===== src/amc_pkg.sv =====
// Package of offsets, fields, reset values and timing for the mute controller
package amc_pkg;
  // ---------------------------------------------------------------------------
  // Register indices (byte address is four times the index)
  // ---------------------------------------------------------------------------
  localparam logic [7:0]  AMC_IDX_MUTE_CTRL  = 8'h18;
  localparam logic [7:0]  AMC_IDX_PAIR_STAT  = 8'h19;
  localparam logic [7:0]  AMC_IDX_IRQ_STAT   = 8'h1A;
  localparam logic [7:0]  AMC_IDX_IRQ_MASK   = 8'h1B;
  localparam int          AMC_ADDR_W         = 10;
  // ---------------------------------------------------------------------------
  // Reset values and field positions
  // ---------------------------------------------------------------------------
  localparam logic [15:0] AMC_MUTE_CTRL_RST  = 16'h7F00;
  localparam logic [15:0] AMC_PAIR_STAT_RST  = 16'h0000;
  localparam logic [2:0]  AMC_IRQ_MASK_RST   = 3'h0;
  localparam int          AMC_LAT_LSB        = 8;
  localparam int          AMC_LAT_MSB        = 15;
  localparam int          AMC_ZERO_EN_BIT    = 5;
  localparam int          AMC_CLR_SEL_BIT    = 4;
  localparam int          AMC_SW_MUTE_BIT    = 3;
  localparam int          AMC_CLR_BIT        = 2;
  localparam int          AMC_NUM_PAIRS      = 4;
  localparam int          AMC_IRQ_W          = 3;
  localparam int          AMC_IRQ_MUTED      = 0;
  localparam int          AMC_IRQ_UNMUTED    = 1;
  localparam int          AMC_IRQ_RESTORED   = 2;
  // ---------------------------------------------------------------------------
  // Timing
  // ---------------------------------------------------------------------------
  localparam int          AMC_CLK_NS         = 5;
  localparam int          AMC_STEP_NS        = 1066000;
  localparam int          AMC_STEP_CYC       = (AMC_STEP_NS + AMC_CLK_NS - 1) / AMC_CLK_NS;
  localparam int          AMC_RAMP_CYC       = 64;
  localparam logic [1:0]  AMC_RESP_OKAY      = 2'b00;
  localparam logic [1:0]  AMC_RESP_SLVERR    = 2'b10;
  typedef enum logic [1:0] {
    AMC_UNMUTED  = 2'b00,
    AMC_MUTING   = 2'b01,
    AMC_MUTED    = 2'b11,
    AMC_UNMUTING = 2'b10
  } amc_state_t;
endpackage


===== src/amc_zero_if.sv =====
// Interface between the mute sequencer and the speaker zeroing timer
`timescale 1ns/1ps
`default_nettype none
interface amc_zero_if;
  logic       muted;
  logic       zero_en;
  logic [7:0] latency;
  logic [3:0] zero;
  logic [3:0] restored;
  modport ctl (output muted, output zero_en, output latency, input zero, input restored);
  modport zer (input muted, input zero_en, input latency, output zero, output restored);
endinterface
`default_nettype wire

===== src/amc_mute_ctrl.sv =====
// Audio mute controller with pin and software mute, AXI4-Lite registers
`timescale 1ns/1ps
`default_nettype none
// Functional notes
// - The eight-bit latency field delays the drop to zero in steps of about 1.066 ms.
// - With zero enable set, muted pairs go to zero after the latency; otherwise they stay 50/50.
// - Clear select 0 lets a pin rising edge end a pin mute; 1 leaves it to the clear bit.
// - Writing 1 to the software mute bit mutes, writing 0 unmutes.
// - Writing 1 to the clear bit ends a pin mute when software clearing is selected.
// - The clear bit returns to 0 by itself after acting.
// - The status bit is 1 while muting or muted and 0 while unmuting or unmuted.
// - The flag bit is 1 only in the muted state.
// - A pair status bit sets when that pair returns from zero to 50/50 and clears when zeroed.
module amc_mute_ctrl
  import amc_pkg::*;
#(
  parameter int STEP_CYC = AMC_STEP_CYC,
  parameter int RAMP_CYC = AMC_RAMP_CYC
) (
  input  wire logic                  MCLK_I,
  input  wire logic                  RESET_I,
  input  wire logic [AMC_ADDR_W-1:0] S_AXI_AWADDR_I,
  input  wire logic                  S_AXI_AWVALID_I,
  output logic                       S_AXI_AWREADY_O,
  input  wire logic [31:0]           S_AXI_WDATA_I,
  input  wire logic [3:0]            S_AXI_WSTRB_I,
  input  wire logic                  S_AXI_WVALID_I,
  output logic                       S_AXI_WREADY_O,
  output logic [1:0]                 S_AXI_BRESP_O,
  output logic                       S_AXI_BVALID_O,
  input  wire logic                  S_AXI_BREADY_I,
  input  wire logic [AMC_ADDR_W-1:0] S_AXI_ARADDR_I,
  input  wire logic                  S_AXI_ARVALID_I,
  output logic                       S_AXI_ARREADY_O,
  output logic [31:0]                S_AXI_RDATA_O,
  output logic [1:0]                 S_AXI_RRESP_O,
  output logic                       S_AXI_RVALID_O,
  input  wire logic                  S_AXI_RREADY_I,
  input  wire logic                  MUTE_PIN_N_I,
  output logic                       MUTE_O,
  output logic [3:0]                 SPK_ZERO_O,
  output logic                       IRQ_O
);
  localparam int RW = $clog2(RAMP_CYC + 1);

  // ---------------------------------------------------------------------------
  // Declarations
  // ---------------------------------------------------------------------------
  logic                  awready_q;
  logic                  wready_q;
  logic                  bvalid_q;
  logic [1:0]            bresp_q;
  logic                  arready_q;
  logic                  rvalid_q;
  logic [31:0]           rdata_q;
  logic [1:0]            rresp_q;
  logic                  aw_hold_q;
  logic                  w_hold_q;
  logic [AMC_ADDR_W-1:0] awaddr_q;
  logic [15:0]           wdata_q;
  logic [1:0]            wstrb_q;
  logic [7:0]            lat_q;
  logic                  zero_en_q;
  logic                  clr_sel_q;
  logic                  sw_mute_q;
  logic                  clr_q;
  logic                  pin_meta_q;
  logic                  pin_sync_q;
  logic                  pin_prev_q;
  logic                  pin_mute_q;
  amc_state_t            state_q;
  amc_state_t            state_d;
  logic [RW-1:0]         ramp_q;
  logic                  mute_out_q;
  logic [3:0]            pair_stat_q;
  logic [AMC_IRQ_W-1:0]  irq_stat_q;
  logic [AMC_IRQ_W-1:0]  irq_mask_q;
  logic                  irq_q;
  logic [3:0]            zero_q;

  amc_zero_if zif ();

  // ---------------------------------------------------------------------------
  // Address decode
  // ---------------------------------------------------------------------------
  wire [7:0] w_idx       = awaddr_q[AMC_ADDR_W-1:2];
  wire [7:0] r_idx       = S_AXI_ARADDR_I[AMC_ADDR_W-1:2];
  wire       do_wr       = aw_hold_q & w_hold_q & ~bvalid_q;
  wire       wr_ctrl     = do_wr & (w_idx == AMC_IDX_MUTE_CTRL);
  wire       wr_ctrl_lo  = wr_ctrl & wstrb_q[0];
  wire       wr_ctrl_hi  = wr_ctrl & wstrb_q[1];
  wire       wr_irq_stat = do_wr & (w_idx == AMC_IDX_IRQ_STAT) & wstrb_q[0];
  wire       wr_irq_mask = do_wr & (w_idx == AMC_IDX_IRQ_MASK) & wstrb_q[0];
  wire       wr_ok       = (w_idx == AMC_IDX_MUTE_CTRL) | (w_idx == AMC_IDX_PAIR_STAT) |
                           (w_idx == AMC_IDX_IRQ_STAT) | (w_idx == AMC_IDX_IRQ_MASK);
  wire       rd_go       = S_AXI_ARVALID_I & arready_q;
  wire       wr_clr      = wr_ctrl_lo & wdata_q[AMC_CLR_BIT];

  // ---------------------------------------------------------------------------
  // Mute state and read data
  // ---------------------------------------------------------------------------
  wire       eff_mute    = sw_mute_q | pin_mute_q;
  wire       mute_status = state_q[0];
  wire       mute_flag   = (state_q == AMC_MUTED);
  wire       ramp_done   = (ramp_q == RW'(RAMP_CYC - 1));
  wire       pin_fall    = pin_prev_q & ~pin_sync_q;
  wire       pin_rise    = ~pin_prev_q & pin_sync_q;
  wire       pin_rel     = clr_sel_q ? clr_q : pin_rise;
  wire [15:0] ctrl_rd    = {lat_q, 2'b00, zero_en_q, clr_sel_q, sw_mute_q, clr_q,
                            mute_status, mute_flag};
  wire [31:0] rd_mux     = (r_idx == AMC_IDX_MUTE_CTRL) ? {16'h0000, ctrl_rd} :
                           (r_idx == AMC_IDX_PAIR_STAT) ? {28'h000_0000, pair_stat_q} :
                           (r_idx == AMC_IDX_IRQ_STAT)  ? {29'h0000_0000, irq_stat_q} :
                           (r_idx == AMC_IDX_IRQ_MASK)  ? {29'h0000_0000, irq_mask_q} :
                           32'h0000_0000;
  wire       rd_ok       = (r_idx == AMC_IDX_MUTE_CTRL) | (r_idx == AMC_IDX_PAIR_STAT) |
                           (r_idx == AMC_IDX_IRQ_STAT) | (r_idx == AMC_IDX_IRQ_MASK);
  wire [AMC_IRQ_W-1:0] irq_evt = {(|zif.restored),
                                  (state_q == AMC_UNMUTING) & (state_d == AMC_UNMUTED),
                                  (state_q == AMC_MUTING) & (state_d == AMC_MUTED)};

  // ---------------------------------------------------------------------------
  // AXI4-Lite write channel
  // ---------------------------------------------------------------------------
  always_ff @(posedge MCLK_I or posedge RESET_I) begin
    if (RESET_I) begin
      awready_q <= 1'b1;
      wready_q  <= 1'b1;
      aw_hold_q <= 1'b0;
      w_hold_q  <= 1'b0;
      awaddr_q  <= '0;
      wdata_q   <= 16'h0000;
      wstrb_q   <= 2'b00;
      bvalid_q  <= 1'b0;
      bresp_q   <= AMC_RESP_OKAY;
    end else begin
      if (S_AXI_AWVALID_I && awready_q) begin
        awready_q <= 1'b0;
        aw_hold_q <= 1'b1;
        awaddr_q  <= S_AXI_AWADDR_I;
      end
      if (S_AXI_WVALID_I && wready_q) begin
        wready_q <= 1'b0;
        w_hold_q <= 1'b1;
        wdata_q  <= S_AXI_WDATA_I[15:0];
        wstrb_q  <= S_AXI_WSTRB_I[1:0];
      end
      if (do_wr) begin
        aw_hold_q <= 1'b0;
        w_hold_q  <= 1'b0;
        bvalid_q  <= 1'b1;
        bresp_q   <= wr_ok ? AMC_RESP_OKAY : AMC_RESP_SLVERR;
      end else if (bvalid_q && S_AXI_BREADY_I) begin
        bvalid_q  <= 1'b0;
        awready_q <= 1'b1;
        wready_q  <= 1'b1;
      end
    end
  end

  // ---------------------------------------------------------------------------
  // AXI4-Lite read channel
  // ---------------------------------------------------------------------------
  always_ff @(posedge MCLK_I or posedge RESET_I) begin
    if (RESET_I) begin
      arready_q <= 1'b1;
      rvalid_q  <= 1'b0;
      rdata_q   <= 32'h0000_0000;
      rresp_q   <= AMC_RESP_OKAY;
    end else if (rd_go) begin
      arready_q <= 1'b0;
      rvalid_q  <= 1'b1;
      rdata_q   <= rd_mux;
      rresp_q   <= rd_ok ? AMC_RESP_OKAY : AMC_RESP_SLVERR;
    end else if (rvalid_q && S_AXI_RREADY_I) begin
      rvalid_q  <= 1'b0;
      arready_q <= 1'b1;
    end
  end

  // ---------------------------------------------------------------------------
  // Control register; reserved bits are dropped and read as zero
  // ---------------------------------------------------------------------------
  always_ff @(posedge MCLK_I or posedge RESET_I) begin
    if (RESET_I) begin
      lat_q     <= AMC_MUTE_CTRL_RST[AMC_LAT_MSB:AMC_LAT_LSB];
      zero_en_q <= AMC_MUTE_CTRL_RST[AMC_ZERO_EN_BIT];
      clr_sel_q <= AMC_MUTE_CTRL_RST[AMC_CLR_SEL_BIT];
      sw_mute_q <= AMC_MUTE_CTRL_RST[AMC_SW_MUTE_BIT];
    end else begin
      if (wr_ctrl_hi) begin
        lat_q <= wdata_q[AMC_LAT_MSB:AMC_LAT_LSB];
      end
      if (wr_ctrl_lo) begin
        zero_en_q <= wdata_q[AMC_ZERO_EN_BIT];
        clr_sel_q <= wdata_q[AMC_CLR_SEL_BIT];
        sw_mute_q <= wdata_q[AMC_SW_MUTE_BIT];
      end
    end
  end

  // Clear bit lives one cycle, long enough for the release to act
  always_ff @(posedge MCLK_I or posedge RESET_I) begin
    if (RESET_I) begin
      clr_q <= AMC_MUTE_CTRL_RST[AMC_CLR_BIT];
    end else begin
      clr_q <= wr_clr;
    end
  end

  // ---------------------------------------------------------------------------
  // Mute pin: synchroniser, edges, latched pin mute
  // ---------------------------------------------------------------------------
  always_ff @(posedge MCLK_I or posedge RESET_I) begin
    if (RESET_I) begin
      pin_meta_q <= 1'b1;
      pin_sync_q <= 1'b1;
      pin_prev_q <= 1'b1;
      pin_mute_q <= 1'b0;
    end else begin
      pin_meta_q <= MUTE_PIN_N_I;
      pin_sync_q <= pin_meta_q;
      pin_prev_q <= pin_sync_q;
      // A new pin mute beats a release in the same cycle
      pin_mute_q <= pin_fall | (pin_mute_q & ~pin_rel);
    end
  end

  // ---------------------------------------------------------------------------
  // Mute sequencer; ramp length stands in for the soft mute of the audio path
  // ---------------------------------------------------------------------------
  always_comb begin
    state_d = state_q;
    unique case (state_q)
      AMC_UNMUTED: begin
        if (eff_mute) state_d = AMC_MUTING;
      end
      AMC_MUTING: begin
        if (!eff_mute) state_d = AMC_UNMUTING;
        else if (ramp_done) state_d = AMC_MUTED;
      end
      AMC_MUTED: begin
        if (!eff_mute) state_d = AMC_UNMUTING;
      end
      AMC_UNMUTING: begin
        if (eff_mute) state_d = AMC_MUTING;
        else if (ramp_done) state_d = AMC_UNMUTED;
      end
    endcase
  end

  always_ff @(posedge MCLK_I or posedge RESET_I) begin
    if (RESET_I) begin
      state_q    <= AMC_UNMUTED;
      ramp_q     <= '0;
      mute_out_q <= 1'b0;
    end else begin
      state_q    <= state_d;
      ramp_q     <= (state_d != state_q) ? '0 : (ramp_done ? ramp_q : ramp_q + RW'(1));
      mute_out_q <= eff_mute;
    end
  end

  // ---------------------------------------------------------------------------
  // Zeroing timer and pair status
  // ---------------------------------------------------------------------------
  assign zif.muted   = mute_flag;
  assign zif.zero_en = zero_en_q;
  assign zif.latency = lat_q;

  amc_zero_ctl #(
    .STEP_CYC (STEP_CYC)
  ) u_zero (
    .clk_i (MCLK_I),
    .rst_i (RESET_I),
    .zif   (zif.zer)
  );

  always_ff @(posedge MCLK_I or posedge RESET_I) begin
    if (RESET_I) begin
      zero_q      <= 4'h0;
      pair_stat_q <= AMC_PAIR_STAT_RST[3:0];
    end else begin
      zero_q      <= zif.zero;
      pair_stat_q <= (pair_stat_q & ~zif.zero) | zif.restored;
    end
  end

  // ---------------------------------------------------------------------------
  // Interrupts: write one to clear, a new event wins
  // ---------------------------------------------------------------------------
  always_ff @(posedge MCLK_I or posedge RESET_I) begin
    if (RESET_I) begin
      irq_stat_q <= '0;
      irq_mask_q <= AMC_IRQ_MASK_RST;
      irq_q      <= 1'b0;
    end else begin
      irq_stat_q <= irq_evt | (irq_stat_q & ~(wr_irq_stat ? wdata_q[AMC_IRQ_W-1:0] : '0));
      if (wr_irq_mask) irq_mask_q <= wdata_q[AMC_IRQ_W-1:0];
      irq_q      <= |(irq_stat_q & irq_mask_q);
    end
  end

  // ---------------------------------------------------------------------------
  // Outputs
  // ---------------------------------------------------------------------------
  assign S_AXI_AWREADY_O = awready_q;
  assign S_AXI_WREADY_O  = wready_q;
  assign S_AXI_BVALID_O  = bvalid_q;
  assign S_AXI_BRESP_O   = bresp_q;
  assign S_AXI_ARREADY_O = arready_q;
  assign S_AXI_RVALID_O  = rvalid_q;
  assign S_AXI_RDATA_O   = rdata_q;
  assign S_AXI_RRESP_O   = rresp_q;
  assign MUTE_O          = mute_out_q;
  assign SPK_ZERO_O      = zero_q;
  assign IRQ_O           = irq_q;
endmodule
`default_nettype wire


===== src/amc_zero_ctl.sv =====
// Speaker pair zeroing timer: drops muted pairs to zero after the latency
`timescale 1ns/1ps
`default_nettype none
module amc_zero_ctl
  import amc_pkg::*;
#(
  parameter int STEP_CYC = AMC_STEP_CYC
) (
  input  wire logic clk_i,
  input  wire logic rst_i,
  amc_zero_if.zer   zif
);
  localparam int SW = $clog2(STEP_CYC + 1);

  logic [SW-1:0] step_q;
  logic [7:0]    lat_q;
  logic [3:0]    zero_q;
  logic [3:0]    restored_q;
  wire           hold      = zif.muted & zif.zero_en;
  wire           step_wrap = (step_q == SW'(STEP_CYC - 1));
  wire           fire      = hold & step_wrap & (lat_q == zif.latency);

  // ---------------------------------------------------------------------------
  // Latency count: code n waits n+1 steps
  // ---------------------------------------------------------------------------
  always_ff @(posedge clk_i or posedge rst_i) begin
    if (rst_i) begin
      step_q <= '0;
      lat_q  <= 8'h00;
    end else if (!hold || (&zero_q)) begin
      step_q <= '0;
      lat_q  <= 8'h00;
    end else if (step_wrap) begin
      step_q <= '0;
      lat_q  <= lat_q + 8'h01;
    end else begin
      step_q <= step_q + SW'(1);
    end
  end

  // ---------------------------------------------------------------------------
  // Per pair zero and return-to-square-wave
  // ---------------------------------------------------------------------------
  for (genvar g = 0; g < AMC_NUM_PAIRS; g++) begin : g_pair
    always_ff @(posedge clk_i or posedge rst_i) begin
      if (rst_i) begin
        zero_q[g]     <= 1'b0;
        restored_q[g] <= 1'b0;
      end else begin
        zero_q[g]     <= hold & (zero_q[g] | fire);
        restored_q[g] <= zero_q[g] & ~hold;
      end
    end
  end

  assign zif.zero     = zero_q;
  assign zif.restored = restored_q;
endmodule
`default_nettype wire


===== config.mk =====
export PLATFORM = sky130hd
export DESIGN_NAME = amc_mute_ctrl
export DESIGN_NICKNAME = d
export VERILOG_FILES = /design/src/amc_pkg.sv /design/src/amc_zero_if.sv /design/src/amc_mute_ctrl.sv /design/src/amc_zero_ctl.sv
export SDC_FILE = /design/constraint.sdc
export NUM_CORES = 1
export LEC_CHECK = 0
export BUFFER_PORTS_ARGS = -buffer_cell sky130_fd_sc_hd__buf_4
export CAP_MARGIN = 40
export CORE_MARGIN = 2
export CORE_UTILIZATION = 49
export DETAILED_ROUTE_END_ITERATION = 12
export PLACE_DENSITY = 0.71
export SLEW_MARGIN = 20
export SYNTH_ARGS = -nofsm -noshare
export SYNTH_HDL_FRONTEND = slang
export SYNTH_SLANG_ARGS = --single-unit

===== constraint.sdc =====
create_clock -name MCLK_I -period 5.5 [get_ports MCLK_I]
set_clock_uncertainty 0.2 [all_clocks]
set_input_delay 0 -clock MCLK_I [delete_from_list [all_inputs] [get_ports MCLK_I]]
set_output_delay 0 -clock MCLK_I [all_outputs]
set_load 0.02 [all_outputs]

# ---- Yosys cells after proc, flatten, opt, wreduce, memory -nomap -nowiden
# Cells that the tools add are included.
dict set report op_classes {
  mux 37
  n_bitwise 51
  add_sub_neg 3
  reduce_logical 16
  eq_ne 17
}
# operator count
set op_table {}
lappend op_table {{$eq 8x5->1 const B} 8}
lappend op_table {{$mux 18} 2}
lappend op_table {{$and 1x1->1} 27}
lappend op_table {{$add 18x1->18 const B} 1}
lappend op_table {{$eq 18x18->1 const B} 1}
lappend op_table {{$mux 1} 17}
lappend op_table {{$mux 16} 1}
lappend op_table {{$mux 2} 8}
lappend op_table {{$mux 8} 2}
lappend op_table {{$mux 7} 2}
lappend op_table {{$or 1x1->1} 12}
lappend op_table {{$reduce_bool 2->1} 5}
lappend op_table {{$mux 3} 3}
lappend op_table {{$add 8x1->8 const B} 1}
lappend op_table {{$eq 8x8->1} 1}
lappend op_table {{$pmux 2 s4} 1}
lappend op_table {{$add 7x1->7 const B} 1}
lappend op_table {{$eq 7x6->1 const B} 1}
lappend op_table {{$and 3x3->3} 2}
lappend op_table {{$eq 2x2->1 const B} 3}
lappend op_table {{$not 1->1} 5}
lappend op_table {{$and 4x4->4} 1}
lappend op_table {{$logic_and 1x1->1} 4}
lappend op_table {{$logic_not 2->1} 2}
lappend op_table {{13 further kinds} 13}
dict set report word_totals {
  inputBits 64
  wordCells 164
  output_inout_bits 47
  reg_bits 146
}

# ---- Logic depth before layout (Yosys ltp)
# Gate-level depths: netlist of run 1.
dict set report depth {
  ltp_word 8
  ltp_mapped 7
  mapped_depth_nobuf 5
}

# ---- Modules after synthesis
# A second synthesis of run 1 with hierarchy kept.
dict set report unflattened {
  cells_unflattened 442
  hier_area_um2 5340.1
}
# mod instances area_per_inst_um2 seq_area_each_um2 cells_per_inst
set by_module_without_submodules {}
lappend by_module_without_submodules {amc_mute_ctrl 1 3653.5 2218.4 282}
lappend by_module_without_submodules {amc_zero_ctl 1 1686.6 850.8 160}

# ---- Least setup slack after synthesis of run 1
# No wires, ideal clock.
dict set report synth_path {
  path_type {register to register}
  start {register u_zero.step_q[0]}
  end {register u_zero.lat_q[7]}
  setup_time_ns 0.079
  path_stages_with_launch 8
  path_slack_ns 3.446
  path_buffers 2
  synth_period_minus_slack_ns 2.054
  arrival_ns 1.774
  required_ns 5.221
  path_cell_list {dfrtp_1 ha_1 nand3_2 or2_2 buf_2 buf_2 nor4_2 mux2i_1}
}
dict set report synth_between {
  elab_chain_len 2
}
# item line_no
set synth_lines {}
lappend synth_lines {{start: declaration} amc_zero_ctl.sv:15} ;# logic [SW-1:0] step_q;
lappend synth_lines {{start signal: assignment} amc_zero_ctl.sv:37} ;# step_q <= step_q + SW'(1);
lappend synth_lines {{$eq 18x18->1} amc_zero_ctl.sv:20} ;# wire step_wrap = (step_q == SW'(STEP_CYC - 1));
lappend synth_lines {{$reduce_bool 2->1 (no line)} -}
lappend synth_lines {{end signal: assignment} amc_zero_ctl.sv:35} ;# lat_q <= lat_q + 8'h01;
lappend synth_lines {{end: declaration} amc_zero_ctl.sv:16} ;# logic [7:0] lat_q;
# Every way passes these cells.
# A chain may end at the register's enable or synchronous reset.

# ---- Worst setup path in the final report of run 1
dict set report layout_path {
  start {register u_zero.step_q[4]}
  end {register u_zero.step_q[5]}
}
dict set report layout_between {
  elab_chain_len 3
  word_cells_on_any_way 4
  cone_classes {add/sub (1); eq/ne (1); mux (2)}
}
# item line_no
set layout_lines {}
lappend layout_lines {{$add 18x1->18 / $eq 18x18->1 (equally long branches)} {amc_zero_ctl.sv:37, amc_zero_ctl.sv:20}}
lappend layout_lines {{$mux 18 (*)} amc_zero_ctl.sv:33} ;# end else if (step_wrap) begin
lappend layout_lines {{$mux 18 (*)} amc_zero_ctl.sv:30} ;# end else if (!hold || (&zero_q)) begin
# Every way passes the cells marked *; elsewhere a longest branch is shown, timed or not.

==> impl_metrics.ini, run 1 <==
[status]
outcome = finished, final reports clean

[floorplanning]
pin_count = 111
die_area_mm2 = 0.0119
fp.dieW_um = 109
start_util = 0.502
die_h_um = 109
rows = 38
coreArea_mm2 = 0.0108

[worst_setup_path]
worstRegToRegCells = 4
rrSetupSlack_ns = 2.74
crit_fanout = 18
timing.rr.start = u_zero.step_q[4]$_DFF_PP0_
cp-end-kind = flip-flop
path_cells = nor4b_1 -> nand4_1 -> o21ai_2 -> nor2_1
crit_path_top_delay_cell = o21ai_2
crit_arrival_ns = 2.92
cp-startpoint = u_zero.step_q[4]$_DFF_PP0_
r2r-end = u_zero.step_q[5]$_DFF_PP0_
crit_buf_inv = 0
path_delay_family = simple AND/OR/NAND/NOR gates
cp-endpoint = u_zero.step_q[5]$_DFF_PP0_
critPathMaxStageDelay_ns = 0.84
cp.depth = 4
cp-start-kind = flip-flop
critPathKind = reg2reg
required_ns = 5.66

[global_routing]
antenna_found_initial = 0
grt_pass1_wl_um = 19500
gr-total-overflow = 0
grt_max_degree = 53
grt_usage = 0.216
grt_pass1_vias = 4097

[clock_tree]
cts_tree = yes
cts-root-buf = clkbuf_8
cts_made_buffers = 17
clk_pin_slew_worst_paths_ns = 0.06
clk_path_buf_depth = 2
htree_num_levels = 4
cts_setup_buffers = 0
cts_sinks = 122
clock_latency_ns = 0.53
ctsResizeCount = 0

[cells_and_area]
nFillCells = 792
synthToLayoutAreaGrowth_pct = 29.8
final_nets = 665
antenna_cells = 0
drive_gt1_frac = 0.268
fin_cells = 751

[pwr]
p_per_area_mw_per_mm2 = 378
leakagePower_nw = 3.22
p_total_mw = 2.66
irDropWorstVdd_mv = 0.285

[timing]
worstMarginPinSlew_ns = 0.745
finalCritPeriodShare = 0.502
setup_viol = 0
hold-worst-slack_ns = 0.0192
tns_ns = 0
hold_violations = 0
slew_violations = 0
max_freq_mhz = 362
fin_ws_ns = 2.74
rsz0062_at_grt = no
period_minus_slack_ns = 2.76
relSlewSlack = 0.504

[logic_synthesis]
synth_seq_area_share = 0.567
syn-cell-area_mm2 = 0.00542
syn_inst = 479
ys.flop_type = dfrtp_1
ys_ff_latch = 122
async_reset_ff_frac = 1.00
synth.avg_cell_area_um2 = 11.3
yosysUniqueCellTypes = 51
synth_edf_count = 0
yosys_warnings = 0

[route]
drtPass1Iterations = 4
vias = 4052
drt_wl_total_um = 11700
antenna_left = 0
vias_per_cell = 5.40
initialDrtViolationCount = 285
wl_per_cell_um = 15.5
drc_errors = 0

[place]
dp_hpwl_um = 7670
gp_congestion = 0.814
dp_slack_ns = 2.83
port_buffers = 66
place_inst = 673

[job]
cap_violations = 0

[min_path]
hold_path_class = in2reg
metrics by stage:
step / area [um2] / utilization
3_3_place_gp: 5960 / 0.553
2_1_floorplan: 5490 / -
5_1_grt: 7030 / 0.652
4_1_cts: 7030 / 0.652
3_5_place_dp: 5980 / 0.554
6_report: 7030 / 0.652
cells by family (layout without fill, tap and decap cells):
| family | after synthesis | in the layout | synth area share |
|---|---|---|---|
| AO/OA/AOI/OAI | 75 | 75 | 0.0848 |
| XOR/XNOR | 22 | 22 | 0.0356 |
| adder cells (fa/ha/maj) | 3 | 3 | 0.00693 |
| buffers and inverters | 55 | 168 | 0.0531 |
| flip-flops | 122 | 122 | 0.567 |
| multiplexers | 45 | 45 | 0.0926 |
| other | 1 | 20 | 0.000692 |
| AND/OR/NAND/NOR | 156 | 156 | 0.160 |
worst reg2reg max path, delay by kind of cell (launching register included):
kind,cells,cell delay (ns)
simple gates,3,1.12
compound gates,1,0.84
flops,1,0.44
per-layer routing:
metal,track usage,wire length [um],up-vias
met5,0,0,-
met4,0.0806,202,0
met3,0.0687,624,22
met2,0.348,5710,128
met1,0.274,5120,2007
li1,-,-,1895
layout by cell type, fill, tap and decap left out, drive strengths merged, types with 4 or more instances in the layout:
cell	synthesis	layout
dfstp	13	13
nor4	6	6
nand4	13	13
conb	1	20
a22o	5	5
nor2	30	30
dfrtp	109	109
and2	8	8
o31ai	6	6
mux2i	4	4
a21o	5	5
a31oi	4	4
nor2b	4	4
mux2	41	41
dlygate4sd3	0	46
nand3	11	11
or4	9	9
a21oi	31	31
xor2	14	14
nand2	42	42
or3	7	7
and4	6	6
xnor2	8	8
buf	25	68
clkinv	0	6
o21ai	15	15
nor3	8	8
inv	22	22
clkbuf	8	23
final cells by class:
| cell class | instances | area (um2) | area share |
|---|---|---|---|
| tap | 140 | 175 | 0.0249 |
| sequential | 122 | 3070 | 0.436 |
| multi-input combinational | 321 | 2130 | 0.303 |
| clock inverter | 9 | 120 | 0.0171 |
| inverter | 22 | 85.1 | 0.0121 |
| timing repair buffer | 114 | 983 | 0.140 |
| clock buffer | 23 | 467 | 0.0664 |
flip-flops by register name, indices dropped and copies added, names as in the netlist, 7 cells and up:
name	count
lat_q	8
S_AXI_RDATA_O	14
u_zero.lat_q	8
wdata_q	14
awaddr_q	8
ramp_q	7
u_zero.step_q	18
cells in the mapped netlist, drive strengths merged, types with 2 or more instances:
cell type / n / area, um2
xnor2: 8 / 70.1
or3: 7 / 43.8
nand4: 13 / 87.6
a22o: 5 / 43.8
dfstp: 13 / 342
nand2: 42 / 158
xor2: 14 / 123
buf: 25 / 175
mux2i: 4 / 40.0
dfrtp: 109 / 2730
or4: 9 / 75.1
clkbuf: 8 / 30.0
nand4bb: 3 / 33.8
and4: 6 / 53.8
a21oi: 31 / 155
nor2: 30 / 113
nand2b: 3 / 18.8
inv: 22 / 82.6
a31oi: 4 / 25.0
nor3: 8 / 40.0
o21ai: 15 / 78.8
and2: 8 / 50.1
a21boi: 2 / 15.0
nor4: 6 / 58.8
a21o: 5 / 37.5
nand3: 11 / 65.1
o31ai: 6 / 45.0
or2: 2 / 12.5
nor2b: 4 / 25.0
ha: 3 / 37.5
mux2: 41 / 462
report_power, final:
part / switching (mW) / leakage [nW] / internal, mW / total, mW
clock network: 0.374 / 0.295 / 0.721 / 1.09
registers: 0.108 / 1.58 / 1.05 / 1.16
logic: 0.193 / 1.35 / 0.211 / 0.404
total: 0.674 / 3.22 / 1.99 / 2.66
worst min-delay path by stage:
stage / startpoint / to / cells past startpoint
after CTS: S_AXI_ARADDR_I[9] / S_AXI_RDATA_O[12]$_DFFE_PP0P_ / 4
after global routing: S_AXI_WSTRB_I[1] / wstrb_q[1]$_DFFE_PP0P_ / 3
after floorplan: MUTE_PIN_N_I / pin_meta_q$_DFF_PP1_ / 0
final: S_AXI_ARADDR_I[9] / S_AXI_RDATA_O[12]$_DFFE_PP0P_ / 4
after global placement: MUTE_PIN_N_I / pin_meta_q$_DFF_PP1_ / 1
after detailed placement: MUTE_PIN_N_I / pin_meta_q$_DFF_PP1_ / 1
timing repair:
item | 4_1_cts | 5_1_grt
endpoints found under the setup margin | 0 | 0
hold buffers | 46 | 0
endpoints found under the hold margin | 125 | 0
No activity file was read; power rests on OpenSTA's default activity.
==> inputs of run 2 (changes only) <==
==> constraint.sdc (replaced) <==
create_clock -name MCLK_I -period 2.55 [get_ports MCLK_I]
set_clock_uncertainty 0.2 [all_clocks]
set_input_delay 0 -clock MCLK_I [delete_from_list [all_inputs] [get_ports MCLK_I]]
set_output_delay 0 -clock MCLK_I [all_outputs]
set_load 0.02 [all_outputs]
==> run 2 against run 1 <==
Sequential cell count unchanged. Via count down 0.91%. Critical endpoint is now u_zero.lat_q[5]$_DFFE_PP0P_. Maximum frequency up 24%. Cell count up 0.80%. Sequential share of layout area down 0.91 points. Setup slack worse by 2.4 ns. Total power up 130%. Register-to-register slack worse by 2.4 ns. Hold slack better by 0.014 ns. Sequential power up 120%.
==> impl_metrics.ini, run 2 (synthesis gave the netlist of run 1 again) <==
[status]
outcome = finished, final reports clean

[timing]
period_minus_slack_ns = 2.23
rsz0062_at_grt = no
relSlewSlack = 0.540
worstMarginPinSlew_ns = 0.689
hold_violations = 0
tns_ns = 0
max_freq_mhz = 448
finalCritPeriodShare = 0.875
slew_violations = 0
setup_viol = 0

[min_path]
hold_path_class = in2reg

[job]
cap_violations = 0

[cells_and_area]
antenna_cells = 0
nFillCells = 776
drive_gt1_frac = 0.276
multi_input_area_mm2 = 0.00213
synthToLayoutAreaGrowth_pct = 32.6
final_common_cell = dfrtp_1
mostFrequentLayoutCells = 109 x dfrtp_1, 69 x buf_4, 48 x dlygate4sd3_1, 42 x nand2_1, 41 x mux2_2
max_flop_register = u_zero.step_q
layout.area.seq_mm2 = 0.00307
fin_util = 0.665
largest_reg_flops = 18
final_nets = 671

[route]
initialDrtViolationCount = 263
drt_wl_total_um = 11700
wl_per_cell_um = 15.4
antenna_left = 0
drc_errors = 0
vias = 4015
vias_per_cell = 5.30
drtPass1Iterations = 4

[clock_tree]
cts-root-buf = clkbuf_8
clk_pin_slew_worst_paths_ns = 0.06
clk_path_buf_depth = 2
cts_made_buffers = 17
clock_latency_ns = 0.52
cts_tree = yes
ctsResizeCount = 0
htree_num_levels = 4
cts_sinks = 122

[place]
port_buffers = 66
dp_hpwl_um = 7640
gp_congestion = 0.842

[global_routing]
gr-total-overflow = 0
grt_usage = 0.215
antenna_found_initial = 0
grt_pass1_wl_um = 19700
grt_pass1_vias = 3990
grt_max_degree = 50

[worst_setup_path]
required_ns = 2.79
critPathKind = reg2reg
crit_buf_inv = 0
cp-end-kind = flip-flop
path_delay_family = simple AND/OR/NAND/NOR gates
crit_arrival_ns = 2.47
cp-start-kind = flip-flop
critPathMaxStageDelay_ns = 0.49
crit_path_top_delay_cell = or4_1
path_cells = ha_1 -> nand3_2 -> or2_2 -> or4_1 -> a21oi_1
crit_fanout = 16

[pwr]
netSwitchingPower_mw = 1.50
p_int_mw = 4.53
power_frac_comb = 0.147
seqPwrFrac = 0.416
irDropWorstVdd_mv = 0.505
p_per_area_mw_per_mm2 = 840
clkPwrFrac = 0.437
switching_share = 0.249
leakagePower_nw = 3.28

[floorplanning]
coreArea_mm2 = 0.0108
start_util = 0.502
rows = 38
die_area_mm2 = 0.0119
die_h_um = 109
fp.dieW_um = 109
pin_count = 111
==> run 2: per-layer routing <==
layer | share of wire | vias up | GRT usage
li1 | - | 1899 | -
met1 | 0.45 | 1975 | 0.297
met2 | 0.47 | 125 | 0.329
met3 | 0.058 | 16 | 0.0532
met4 | 0.013 | 0 | 0.0833
met5 | 0 | - | 0
==> run 2: path summary, 6_finish.rpt <==
kind                       slack [ns]  cells past startpoint                           end                  startpoint
max in group asynchronous        1.29                      5          lat_q[4]$_DFFE_PP1P_                     RESET_I
setup / recovery                 0.32                      5   u_zero.lat_q[5]$_DFFE_PP0P_  u_zero.step_q[0]$_DFF_PP0_
hold / removal                   0.03                      4  S_AXI_RDATA_O[5]$_DFFE_PP0P_           S_AXI_ARADDR_I[4]
hold reg to reg                  0.16                      0          pin_sync_q$_DFF_PP1_        pin_meta_q$_DFF_PP1_
setup reg to reg                 0.32                      5   u_zero.lat_q[5]$_DFFE_PP0P_  u_zero.step_q[0]$_DFF_PP0_
min in group asynchronous        0.32                      4    S_AXI_RVALID_O$_DFFE_PP0P_                     RESET_I
==> run 2: cell type report <==
type | count | share of cell area
inverter | 22 | 0.0120
multi-input combinational | 321 | 0.297
clock buffer | 22 | 0.0659
sequential | 122 | 0.427
clock inverter | 10 | 0.0261
timing repair buffer | 120 | 0.147
tap | 140 | 0.0244
==> run 2: what timing repair did <==
item | CTS | global route
setup buffers | 0 | 0
hold buffers | 47 | 1
hold endpoints to repair | 159 | 1
endpoints found under the setup margin | 0 | 0
==> run 2: worst register-to-register path, cell delays in order, from the launching register on <==
cell     delay [ns]
dfrtp_1        0.40
ha_1           0.22
nand3_2        0.20
or2_2          0.48
or4_1          0.50
a21oi_1        0.16
==> run 2: power groups by stage <==
stage | logic, mW | clock network [mW] | registers, mW
floorplan | 0.506 | 0 | 2.54
global placement | 0.772 | 0 | 2.52
detailed placement | 0.805 | 0 | 2.54
CTS | 0.880 | 2.67 | 2.51
global route | 0.985 | 2.76 | 2.56
finish | 0.884 | 2.64 | 2.51
==> run 2: stage by stage <==
step	hold slack, ns	total power, mW	instances	instance area, um2	setup slack, ns
after floorplan	-0.196	3.05	498	5490	0.496
after global placement	-0.0918	3.29	676	6020	0.408
after detailed placement	-0.0852	3.34	676	6020	0.322
after CTS	0.00182	6.06	755	7150	0.329
after global routing	0.0565	6.30	757	7180	0.195
final	0.0330	6.03	757	7180	0.319
